$ cat src/rtl/lcis_pkg.sv
// Package for the logic cell input select stage: register map, field layout and source mapping.
// Assumes a 32-bit AHB-Lite register bus with word-aligned registers.
package lcis_pkg;

  // ----------------------------------------------------------------
  // Register map
  // ----------------------------------------------------------------
  localparam logic [7:0] LINE_ONE_TWO_SEL_OFFSET = 8'h00;
  localparam logic [7:0] LINE_THREE_FOUR_SEL_OFFSET = 8'h04;
  localparam logic [7:0] LINE_STATUS_OFFSET = 8'h08;

  // ----------------------------------------------------------------
  // Field layout
  // ----------------------------------------------------------------
  localparam int LOW_FIELD_LSB = 0;
  localparam int HIGH_FIELD_LSB = 4;
  localparam int FIELD_WIDTH = 3;
  localparam logic [7:0] SEL_IMPL_MASK = 8'h77;

  // ----------------------------------------------------------------
  // Reset values
  // ----------------------------------------------------------------
  localparam logic [7:0] SEL_RESET = 8'h00;

  // ----------------------------------------------------------------
  // Source base per data line: the code adds to it modulo sixteen
  // ----------------------------------------------------------------
  localparam logic [3:0] LINE1_BASE = 4'h0;
  localparam logic [3:0] LINE2_BASE = 4'h4;
  localparam logic [3:0] LINE3_BASE = 4'h8;
  localparam logic [3:0] LINE4_BASE = 4'hc;

  localparam logic [1:0] HTRANS_NONSEQ = 2'b10;
  localparam logic [2:0] HSIZE_WORD = 3'b010;

  typedef struct packed {
    logic [2:0] fourth_line_source_sel;
    logic [2:0] third_line_source_sel;
    logic [2:0] second_line_source_sel;
    logic [2:0] first_line_source_sel;
  } lcis_sel_s;

endpackage : lcis_pkg

$ cat src/rtl/lcis_top.sv
// Logic cell input select stage: four register-steered eight-way muxes over sixteen sources.
// Assumes sources are synchronous to hclk, driven by on-chip logic of the same clock.
//
// Design decisions made here: the address map and register access over AHB-Lite.
`timescale 1ns/1ps
`default_nettype none

module lcis_top (
  // Clock and reset
  input wire logic hclk,
  input wire logic hresetn,
  // AHB-Lite slave
  input wire logic hsel,
  input wire logic [31:0] haddr,
  input wire logic [1:0] htrans,
  input wire logic hwrite,
  input wire logic [2:0] hsize,
  input wire logic [31:0] hwdata,
  input wire logic hready,
  output logic [31:0] hrdata,
  output logic hreadyout,
  output logic hresp,
  // Signal sources and selected data lines
  input wire logic [15:0] source_in,
  output logic first_data_line,
  output logic second_data_line,
  output logic third_data_line,
  output logic fourth_data_line
);

  // ----------------------------------------------------------------
  // Bus address phase capture
  // ----------------------------------------------------------------
  logic wr_pend_reg;
  logic [7:0] addr_reg;
  logic [7:0] sel12_reg;
  logic [7:0] sel34_reg;
  logic [7:0] rd_word;
  logic [3:0] line_vec;
  lcis_pkg::lcis_sel_s sel;

  wire logic take = hsel && hready && (htrans == lcis_pkg::HTRANS_NONSEQ);

  always_ff @(posedge hclk or negedge hresetn) begin
    if (!hresetn) begin
      wr_pend_reg <= 1'b0;
      addr_reg <= 8'h00;
    end else begin
      wr_pend_reg <= take && hwrite;
      if (take) begin
        addr_reg <= haddr[7:0];
      end
    end
  end

  // ----------------------------------------------------------------
  // Select registers
  // ----------------------------------------------------------------
  always_ff @(posedge hclk or negedge hresetn) begin
    if (!hresetn) begin
      sel12_reg <= lcis_pkg::SEL_RESET;
      sel34_reg <= lcis_pkg::SEL_RESET;
    end else if (wr_pend_reg) begin
      if (addr_reg == lcis_pkg::LINE_ONE_TWO_SEL_OFFSET) begin
        sel12_reg <= hwdata[7:0] & lcis_pkg::SEL_IMPL_MASK;
      end
      if (addr_reg == lcis_pkg::LINE_THREE_FOUR_SEL_OFFSET) begin
        sel34_reg <= hwdata[7:0] & lcis_pkg::SEL_IMPL_MASK;
      end
    end
  end

  assign sel.first_line_source_sel = sel12_reg[lcis_pkg::LOW_FIELD_LSB +: lcis_pkg::FIELD_WIDTH];
  assign sel.second_line_source_sel = sel12_reg[lcis_pkg::HIGH_FIELD_LSB +: lcis_pkg::FIELD_WIDTH];
  assign sel.third_line_source_sel = sel34_reg[lcis_pkg::LOW_FIELD_LSB +: lcis_pkg::FIELD_WIDTH];
  assign sel.fourth_line_source_sel = sel34_reg[lcis_pkg::HIGH_FIELD_LSB +: lcis_pkg::FIELD_WIDTH];

  // ----------------------------------------------------------------
  // Source multiplexers
  // ----------------------------------------------------------------
  // Each line picks base plus code, wrapping at sixteen; line four's wrap gives 100->in0.
  // Pure combinational paths so a new select or source shows on the line in the same cycle.
  always_comb begin
    line_vec[0] = source_in[lcis_pkg::LINE1_BASE + {1'b0, sel.first_line_source_sel}];
    line_vec[1] = source_in[lcis_pkg::LINE2_BASE + {1'b0, sel.second_line_source_sel}];
    line_vec[2] = source_in[lcis_pkg::LINE3_BASE + {1'b0, sel.third_line_source_sel}];
    line_vec[3] = source_in[4'(lcis_pkg::LINE4_BASE + {1'b0, sel.fourth_line_source_sel})];
  end

  assign first_data_line = line_vec[0];
  assign second_data_line = line_vec[1];
  assign third_data_line = line_vec[2];
  assign fourth_data_line = line_vec[3];

  // ----------------------------------------------------------------
  // Read data
  // ----------------------------------------------------------------
  always_comb begin
    case (addr_reg)
      lcis_pkg::LINE_ONE_TWO_SEL_OFFSET: rd_word = sel12_reg;
      lcis_pkg::LINE_THREE_FOUR_SEL_OFFSET: rd_word = sel34_reg;
      lcis_pkg::LINE_STATUS_OFFSET: rd_word = {4'h0, line_vec};
      default: rd_word = 8'h00;
    endcase
  end

  assign hrdata = {24'h00_0000, rd_word};
  assign hreadyout = 1'b1;
  assign hresp = 1'b0;

endmodule : lcis_top

`default_nettype wire
$ cat config.mk
export PLATFORM = sky130hd
export DESIGN_NAME = lcis_top
export DESIGN_NICKNAME = d
export VERILOG_FILES = /design/src/rtl/lcis_pkg.sv /design/src/rtl/lcis_top.sv
export SDC_FILE = /design/constraint.sdc
export NUM_CORES = 1
export LEC_CHECK = 0
export BUFFER_PORTS_ARGS = -buffer_cell sky130_fd_sc_hd__buf_2
export CORE_ASPECT_RATIO = 0.8
export CORE_MARGIN = 4
export CORE_UTILIZATION = 25
export DETAILED_ROUTE_END_ITERATION = 12
export GPL_ROUTABILITY_DRIVEN = 0
export PLACE_DENSITY = 0.62
export SYNTH_ARGS = -nofsm -noshare
export SYNTH_HDL_FRONTEND = slang
export SYNTH_SLANG_ARGS = --single-unit
$ cat constraint.sdc
create_clock -name hclk -period 2 [get_ports hclk]
set_clock_uncertainty 0.05 [all_clocks]
set_input_delay 0.4 -clock hclk [delete_from_list [all_inputs] [get_ports hclk]]
set_output_delay 0.4 -clock hclk [all_outputs]
set_load 0.005 [all_outputs]
==> metrics.md, run 1 <==
| Metric | Value |
|---|---|
| Crit Path Max Fanout | 3 |
| Warnings from Yosys | 0 |
| Largest net degree at the start of global routing | 22 |
| Post-DR wirelength/cell | 13.1 um |
| Nets | 264 |
| Max clock buf depth | 2 |
| Max reg flops | 8 |
| TritonCTS Buffers | 3 |
| Tcrit/Tclk final | 1.12 |
| Worst-path clk slew | 0.08 ns |
| Max-cap viol count | 0 |
| Placed cells | 245 |
| Vias | 977 |
| Setup slack at placement | -0.0503 ns |
| FF+latch count, synth | 21 |
| Rows | 24 |
| Buffers added on ports | 47 |
| Slowest stage cell, crit path | mux4_2 |
| Routed Antenna Nets | 0 |
| Min Hold Slack | 0.0391 ns |
| Clk sinks | 21 |
| Clk_lat worst skew | 0.26 ns |
| Sequential area share after synthesis | 0.376 |
| Arrival time worst endpoint | 1.79 ns |
| Final std cell area, no fill | 0.00185 mm2 |
| TNS Setup | -1.54 ns |
| Initial Utilization | 0.257 |
| Pwr dens | 601 mW/mm2 |
| Total Die Area | 0.00686 mm2 |
| Initial DRT Pass Iterations | 3 |
| Max Slew Vio Count | 0 |
| GR Util All Layers | 0.0948 |
| Die height | 74.9 um |
| Crit Path Category | flop to output pin |
| Flop pwr share | 0.486 |
| CP endpoint kind | output pin |
| Synthesized instance count | 113 |
| Reg2Reg Launch Point | addr_reg[4]$_DFFE_PN0P_ |
| Worst vdd ir | 0.000416 V |
| Endpoints failing hold | 0 |
| Failing checks | negative setup slack |
| H-tree lvl count | 1 |
| Clock share of power | 0.245 |
| Syn_area_per_cell | 12.4 um2 |
| Biggest cell delay along the critical path | 0.52 ns |
| CTS tree | built |
| Netlist Area Pre-Place | 0.00140 mm2 |
| Antenna cells | 0 |
| Crit path required time | 1.55 ns |
| Dpl cell area | 0.00169 mm2 |
| Switching Share | 0.281 |
| Critical Path Source Type | flop |
| Max Fclk | 446 MHz |
| DR vias/cell | 3.89 |
| HP Class | input port to async pin |
| Unique masters post-synth | 18 |
| Pwr Total | 1.11 mW |
| DR DRC count | 0 |
| Fillcell total | 554 |
| Status | finished, violations left |
| Initial antenna violation count | 1 |
| RSZ-0062 raised after global routing | true |
| Detailed placement HPWL | 2740 um |
| Switch Pwr | 0.312 mW |
| Cell Int Power | 0.799 mW |
| Setup ws final | -0.244 ns |
| Fin util | 0.340 |
| # setup viols final | 8 |
| Finished Layout Cells | 251 |
| Clk Tree Root Cell | clkbuf_8 |
| Pleak | 0.922 nW |
| Area Growth Syn to Fin | 32.1% |
| Total congestion overflow | 0 |
| Core box area | 0.00544 mm2 |
| Vias in the first global route | 967 |
| Share of layout cells above drive strength 1 | 0.624 |
| Crit path launch | sel12_reg[0]$_DFFE_PN0P_ |
| Combinational Power Share | 0.269 |
| Cell chain of the critical path | mux4_2, mux2_4, a21oi_2, nor2_1, buf_2 |
| # IOs | 128 |
| Min Clock Period, post-route | 2.24 ns |
| First-pass GRT wire length | 5030 um |
| Routed WL | 3280 um |
| DRT iter0 DRCs | 33 |
| Die Span X | 91.6 um |
-- cells in the final DEF, fill, tap and decap left out, types with 2 or more instances in the layout --
cell       n
buf_2     43
conb_1    27
mux2_2    20
dfrtp_1   18
buf_4      9
nor2_1     8
mux4_2     8
buf_6      7
mux2i_1    6
mux2_4     4
a21oi_2    3
dfrtp_2    3
clkbuf_8   3
nor2_4     2
nand2_1    2
nor2_2     2
-- cell type report --
cell class / count / area, um2 / share of cell area
multi-input combinational: 88 / 810 / 0.438
clock inverter: 1 / 5.00 / 0.00271
sequential: 21 / 529 / 0.286
inverter: 1 / 3.75 / 0.00203
timing repair buffer: 59 / 362 / 0.196
clock buffer: 3 / 41.3 / 0.0223
tap: 78 / 97.6 / 0.0528
-- critical path, delay by kind of cell (launching register included) --
kind            cells  cell delay [ns]
mux                 2             0.81
flops               1             0.41
compound gates      1             0.13
buf+inv             1             0.12
simple gates        1             0.05
-- routing by layer --
metal,up-vias,global-route usage,wire length (um)
met2,43,0.153,1510
met3,4,0.0320,264
met5,-,0,13
met1,459,0.125,1470
li1,469,-,-
met4,2,0.0201,12
-- cells by family (layout without fill, tap and decap cells) --
family,Yosys count,after routing,share of synthesized area
DFF,21,21,0.376
buffers and inverters,29,64,0.150
other,2,27,0.00537
and+or+nand+nor,20,20,0.0930
AOI/OAI and AO/OA,3,3,0.0107
muxes,38,38,0.365
-- path summary, 6_finish.rpt --
kind	cells after the start	slack [ns]	end
hold reg to reg	1	0.46	addr_reg[6]$_DFFE_PN0P_
hold / removal	1	0.04	addr_reg[5]$_DFFE_PN0P_
max in group asynchronous	1	1.51	addr_reg[2]$_DFFE_PN0P_
setup reg to reg	5	0.13	sel12_reg[6]$_DFFE_PN0P_
min in group hclk	3	0.31	wr_pend_reg$_DFF_PN0_
setup / recovery	5	-0.24	hrdata[0]
-- cells in the mapped netlist --
cell / n / share of area
a21oi_1: 3 / 0.011
and3b_1: 1 / 0.0063
buf_4: 27 / 0.14
clkbuf_1: 1 / 0.0027
conb_1: 2 / 0.0054
dfrtp_1: 21 / 0.38
inv_1: 1 / 0.0027
mux2_2: 24 / 0.19
mux2i_1: 6 / 0.043
mux4_2: 8 / 0.13
nand2_1: 2 / 0.0054
nand3b_2: 1 / 0.0080
nand4b_1: 1 / 0.0063
nor2_1: 11 / 0.030
nor2_2: 1 / 0.0045
nor2b_1: 1 / 0.0045
nor3b_4: 1 / 0.013
nor4_4: 1 / 0.015
-- power groups by stage --
| stage | clock network (mW) | registers [mW] | logic (mW) |
|---|---|---|---|
| 6_report | 0.273 | 0.540 | 0.298 |
| 5_1_grt | 0.310 | 0.550 | 0.326 |
| 4_1_cts | 0.285 | 0.540 | 0.286 |
| 3_5_place_dp | 0 | 0.547 | 0.257 |
| 3_3_place_gp | 0 | 0.546 | 0.253 |
| 2_1_floorplan | 0 | 0.520 | 0.203 |
-- repair_timing --
action / 4_1_cts / 5_1_grt
setup endpoints to repair: 10 / 17
gates resized for setup: 13 / 10
pin swaps: 0 / 5
hold buffers: 0 / 0
buffers inserted: 0 / 2
Power figures use the tool's default switching activity.
==> inputs of run 2 (changes only) <==
ABC_CLOCK_PERIOD_IN_PS = 2000   (was default)
MAX_ROUTING_LAYER = met4   (was default)
==> run 2 against run 1 <==
  * Core utilization hardly changed
  * Worst hold slack worse by 0.00084 ns
  * Critical path depth stayed put
  * Die area stayed put
  * Final cell count is 0.40% higher
  * Routed wire length hardly changed
  * First-iteration DRC count is 27% higher
  * Combinational power hardly changed
  * Critical endpoint unchanged
  * The run still ends with negative setup slack left
  * Critical path type unchanged
  * Via count is 0.41% higher
  * Global-route usage is 0.31 points higher
==> metrics.md, run 2 (synthesis results as in run 1) <==
| Metric | Value |
|---|---|
| Finished Layout Cells | 252 |
| Max clock buf depth | 2 |
| Commonest non-fill, non-tap cell in the layout | buf_2 |
| Endpoints failing hold | 0 |
| Fin util | 0.340 |
| Initial DRT Pass Iterations | 4 |
| Min Clock Period, post-route | 2.25 ns |
| Arrival time worst endpoint | 1.80 ns |
| Area Growth Syn to Fin | 32.3% |
| Total Die Area | 0.00686 mm2 |
| # IOs | 128 |
| Worst R2R Setup Slack | 0.11 ns |
| First-pass GRT wire length | 5040 um |
| H-tree lvl count | 1 |
| Tcrit/Tclk final | 1.12 |
| Pleak | 0.922 nW |
| Detailed placement HPWL | 2740 um |
| Critical Path Source Type | flop |
| Routed WL | 3280 um |
| GR Util All Layers | 0.0979 |
| Crit Path Category | flop to output pin |
| Worst vdd ir | 0.000417 V |
| HP Class | input port to async pin |
| Multi-input gate area | 810 um2 |
| Biggest cell delay along the critical path | 0.52 ns |
| DRT iter0 DRCs | 42 |
| DR vias/cell | 3.89 |
| Max-cap viol count | 0 |
| Largest delay contributor family on the critical path | multiplexers |
| Placed cells | 245 |
| Max Fclk | 445 MHz |
| Max reg flops | 8 |
| Routed Antenna Nets | 0 |
| Buffers added on ports | 47 |
| Pwr Total | 1.11 mW |
| Total congestion overflow | 0 |
| Largest net degree at the start of global routing | 22 |
| TritonCTS Buffers | 3 |
| TNS Setup | -1.55 ns |
| Vias | 981 |
| Cell chain of the critical path | mux4_2, mux2_4, a21oi_2, nor2_1, buf_2 |
| # setup viols final | 8 |
| Failing checks | negative setup slack |
| Fillcell total | 553 |
| Initial antenna violation count | 1 |
| Crit path required time | 1.55 ns |
| Slowest stage cell, crit path | mux4_2 |
| Post-DR wirelength/cell | 13.0 um |
| RSZ-0062 raised after global routing | true |
| Max Slew Vio Count | 0 |
| Setup slack at placement | -0.0503 ns |
| DR DRC count | 0 |
| Status | finished, violations left |
| Clk Tree Root Cell | clkbuf_8 |
| Crit Path Max Fanout | 3 |
| Share of layout cells above drive strength 1 | 0.624 |
| Die height | 74.9 um |
| Vias in the first global route | 967 |
| Setup ws final | -0.248 ns |
| Worst Path Buf+Inv | 1 |
| Commonest cells after routing, fill and taps aside | buf_2 (43), conb_1 (27), mux2_2 (20) |
| Clk sinks | 21 |
| Nets | 264 |
| Worst-path clk slew | 0.08 ns |
| CTS tree | built |
| Core box area | 0.00544 mm2 |
| Rows | 24 |
| Combined flip-flop and latch cell area | 529 um2 |
| Die Span X | 91.6 um |
| CP endpoint kind | output pin |
| Initial Utilization | 0.257 |
| Pwr dens | 601 mW/mm2 |
| Clk_lat worst skew | 0.26 ns |
-- run 2: worst paths after layout --
path,startpoint,to,depth (start not counted)
max in group asynchronous,hresetn,addr_reg[2]$_DFFE_PN0P_,1
max,sel12_reg[0]$_DFFE_PN0P_,hrdata[0],5
min,hresetn,sel12_reg[5]$_DFFE_PN0P_,1
min reg2reg,addr_reg[6]$_DFFE_PN0P_,addr_reg[6]$_DFFE_PN0P_,1
min in group hclk,hwrite,wr_pend_reg$_DFF_PN0_,3
max reg2reg,addr_reg[4]$_DFFE_PN0P_,sel12_reg[6]$_DFFE_PN0P_,5
-- run 2: worst register-to-register path: cells and delay by family, from the launching register on --
kind          cells  cell delay (ns)
simple gates      3             0.83
buf+inv           1             0.17
flops             1             0.41
mux               1             0.32
-- run 2: layout make-up --
type,count,area share
clock inverters,1,0.00270
well taps,78,0.0527
diodes,1,0.00135
inverters,1,0.00203
flip-flops and latches,21,0.286
clock buffers,3,0.0223
repair buffers,59,0.195
multi-input cells,88,0.437
-- run 2: where the power goes --
| part | internal, mW | leakage (nW) | switching, mW |
|---|---|---|---|
| clock network | 0.139 | 0.0255 | 0.136 |
| registers | 0.476 | 0.271 | 0.0637 |
| logic | 0.185 | 0.625 | 0.114 |
-- run 2: timing repair --
item,CTS,global route
hold buffers,0,0
setup endpoints to repair,10,17
gates resized for setup,13,10
pin swaps,0,5
buffers inserted,0,2
-- run 2: stage by stage --
stage / area, um2 / hold WS (ns)
CTS: 1800 / 0.0582
finish: 1850 / 0.0382
global route: 1850 / 0.0666
detailed placement: 1690 / 0.331
floorplan: 1490 / 0.0544
global placement: 1690 / 0.338
-- run 2: metal layers --
| layer | GRT usage | wire length, um | vias to the layer above |
|---|---|---|---|
| met3 | 0.0320 | 282 | 2 |
| met4 | 0.0201 | 12 | 0 |
| met2 | 0.153 | 1530 | 43 |
| met5 | - | 0 | - |
| li1 | - | - | 470 |
| met1 | 0.125 | 1460 | 466 |
==> inputs of run 3 (changes only) <==
ABC_AREA = 1   (was default)
PLACE_DENSITY = 0.59   (was 0.62)
==> run 3 against run 2 <==
  * The flow now finishes without violations
  * Final area increased by 5.3%
  * Total power grew 3.9%
  * Worst hold slack worse by 0.0016 ns
  * Sequential cell count did not move
  * Largest cell class unchanged
  * Highest routed layer unchanged
==> metrics.md, run 3 <==
| Metric | Value |
|---|---|
| Max Fclk | 517 MHz |
| Clk Tree Root Cell | clkbuf_8 |
| Worst R2R Setup Slack | 0.42 ns |
| Commonest non-fill, non-tap cell in the layout | nand2_1 |
| Setup slack at placement | 0.257 ns |
| Initial antenna violation count | 0 |
| Detailed placement HPWL | 3300 um |
| Synth top area share | 0.316 |
| RSZ-0062 raised after global routing | true |
| Arrival time worst endpoint | 1.48 ns |
| Clk_lat worst skew | 0.25 ns |
| Most common cell in the netlist | nand2_1 |
| Routed Antenna Nets | 0 |
| # IOs | 128 |
| Status | complete, no violations |
| R2R cell count | 8 |
| Crit Path Max Fanout | 7 |
| Routed WL | 3890 um |
| Finished Layout Cells | 378 |
| Antenna cells | 0 |
| Initial Utilization | 0.260 |
| Vias | 1540 |
| GR Util All Layers | 0.0996 |
| Max-cap viol count | 0 |
| Slew @ Worst Pin | 0.600 ns |
| Die height | 81.0 um |
| Top post-synthesis cells by area | dfrtp_1 (32%), nand2_1 (16%), buf_4 (12%) |
| First-pass GRT wire length | 6220 um |
| Max Slew Vio Count | 0 |
| Max reg flops | 8 |
| Worst vdd ir | 0.000167 V |
| Tcrit/Tclk final | 0.967 |
| H-tree lvl count | 1 |
| Post-DR wirelength/cell | 10.3 um |
| Max clock buf depth | 2 |
| Endpoints failing hold | 0 |
| Synth Flop Type | dfrtp_1 |
| # setup viols final | 0 |
| Sequential area share after synthesis | 0.316 |
| CP endpoint kind | output pin |
| Top cells by count, synth | nand2_1 (71), inv_1 (42), nand3_1 (37) |
| Warnings from Yosys | 0 |
| Share of layout cells above drive strength 1 | 0.279 |
| Vias in the first global route | 1386 |
| Nets | 385 |
| Syn_area_per_cell | 6.74 um2 |
| Initial DRT Pass Iterations | 4 |
| Critical Path Source Type | flop |
| TNS Setup | 0 ns |
| Async SR Flop Fraction | 1.00 |
| Setup ws final | 0.0654 ns |
| Placed cells | 373 |
| Total congestion overflow | 0 |
| Dpl cell area | 0.00186 mm2 |
| HP Class | input port to async pin |
| Die Span X | 99.2 um |
| Final std cell area, no fill | 0.00195 mm2 |
| CTS tree | built |
| Total Die Area | 0.00803 mm2 |
| Pwr Total | 1.16 mW |
| Area Growth Syn to Fin | 17.1% |
| Synthesized instance count | 247 |
| Crit Path Category | flop to output pin |
| Slew Limit Headroom | 0.599 |
| Fillcell total | 726 |
| Clk sinks | 21 |
| Buffers added on ports | 47 |
| Crit path required time | 1.55 ns |
| Unique masters post-synth | 23 |
| Largest net degree at the start of global routing | 22 |
| Rows | 26 |
| TritonCTS Buffers | 3 |
| Core box area | 0.00641 mm2 |
| Pwr dens | 593 mW/mm2 |
| DRT iter0 DRCs | 30 |
| Fin util | 0.304 |
| Post-synth top area cell | dfrtp_1 |
| Commonest cells after routing, fill and taps aside | nand2_1 (66), buf_2 (46), inv_1 (40) |
| Worst-path clk slew | 0.08 ns |
| Pleak | 1.18 nW |
| Hold-fix buffers, CTS | 0 |
| Netlist Area Pre-Place | 0.00166 mm2 |
| DR DRC count | 0 |
| Post-synth EDFFs | 0 |
| DR vias/cell | 4.07 |
| Min Hold Slack | 0.0366 ns |
| Min Clock Period, post-route | 1.93 ns |
| FF+latch count, synth | 21 |
run 3: changes by cell type in the layout (fill, tap and decap cells not counted), sizes merged, moves of 3 or more:
cell | before | now
nand2 | 2 | 78
inv | 1 | 45
mux4 | 8 | 0
mux2 | 24 | 0
and2 | 0 | 3
mux2i | 6 | 0
o21ai | 0 | 15
nand3 | 0 | 37
buf | 59 | 49
run 3: path summary, 6_finish.rpt:
path / to / startpoint
worst max-delay path: hrdata[0] / addr_reg[0]$_DFFE_PN0P_
worst min-delay path: sel34_reg[4]$_DFFE_PN0P_ / hresetn
worst max register to register: sel12_reg[6]$_DFFE_PN0P_ / addr_reg[0]$_DFFE_PN0P_
worst min register to register: addr_reg[6]$_DFFE_PN0P_ / addr_reg[6]$_DFFE_PN0P_
max in group asynchronous: sel12_reg[0]$_DFFE_PN0P_ / hresetn
min in group hclk: wr_pend_reg$_DFF_PN0_ / hwrite
run 3: where the power goes:
group	total (mW)	internal (mW)	switching (mW)
Combinational	0.354	0.142	0.211
Clock	0.276	0.142	0.134
Sequential	0.526	0.475	0.0514
run 3: final cells by class:
type | count | area, um2 | area share
Multi-Input combinational cell | 175 | 846 | 0.434
Sequential cell | 21 | 527 | 0.270
Timing Repair Buffer | 49 | 256 | 0.132
Inverter | 45 | 169 | 0.0867
Tap cell | 84 | 105 | 0.0539
Clock buffer | 4 | 45.0 | 0.0231
run 3: what timing repair did:
item | 4_1_cts | 5_1_grt
buffers inserted | 0 | 1
setup endpoints to repair | 3 | 7
cloned | 0 | 0
pin swaps | 0 | 7
gates resized for setup | 1 | 11
hold endpoints to repair | 0 | 0
run 3: worst max-delay path, cell delays in order (launching register included):
cell     delay [ns]
dfrtp_1        0.41
nor2_4         0.16
nand3_2        0.10
nor2_4         0.21
nand2_1        0.09
nand2_2        0.07
inv_2          0.04
nand2_2        0.05
buf_6          0.09
run 3: logic make-up after synthesis:
kind of cell / Yosys count / synth area share
simple gates: 130 / 0.369
buf+inv: 76 / 0.247
flops: 21 / 0.316
compound gates: 18 / 0.0632
other cells: 2 / 0.00451
run 3: routing by layer:
metal / track usage / vias up / part of all wire
li1: - / 791 / -
met1: 0.135 / 699 / 0.47
met2: 0.149 / 45 / 0.44
met3: 0.0180 / 5 / 0.070
met4: 0.0341 / 0 / 0.012
met5: - / - / 0
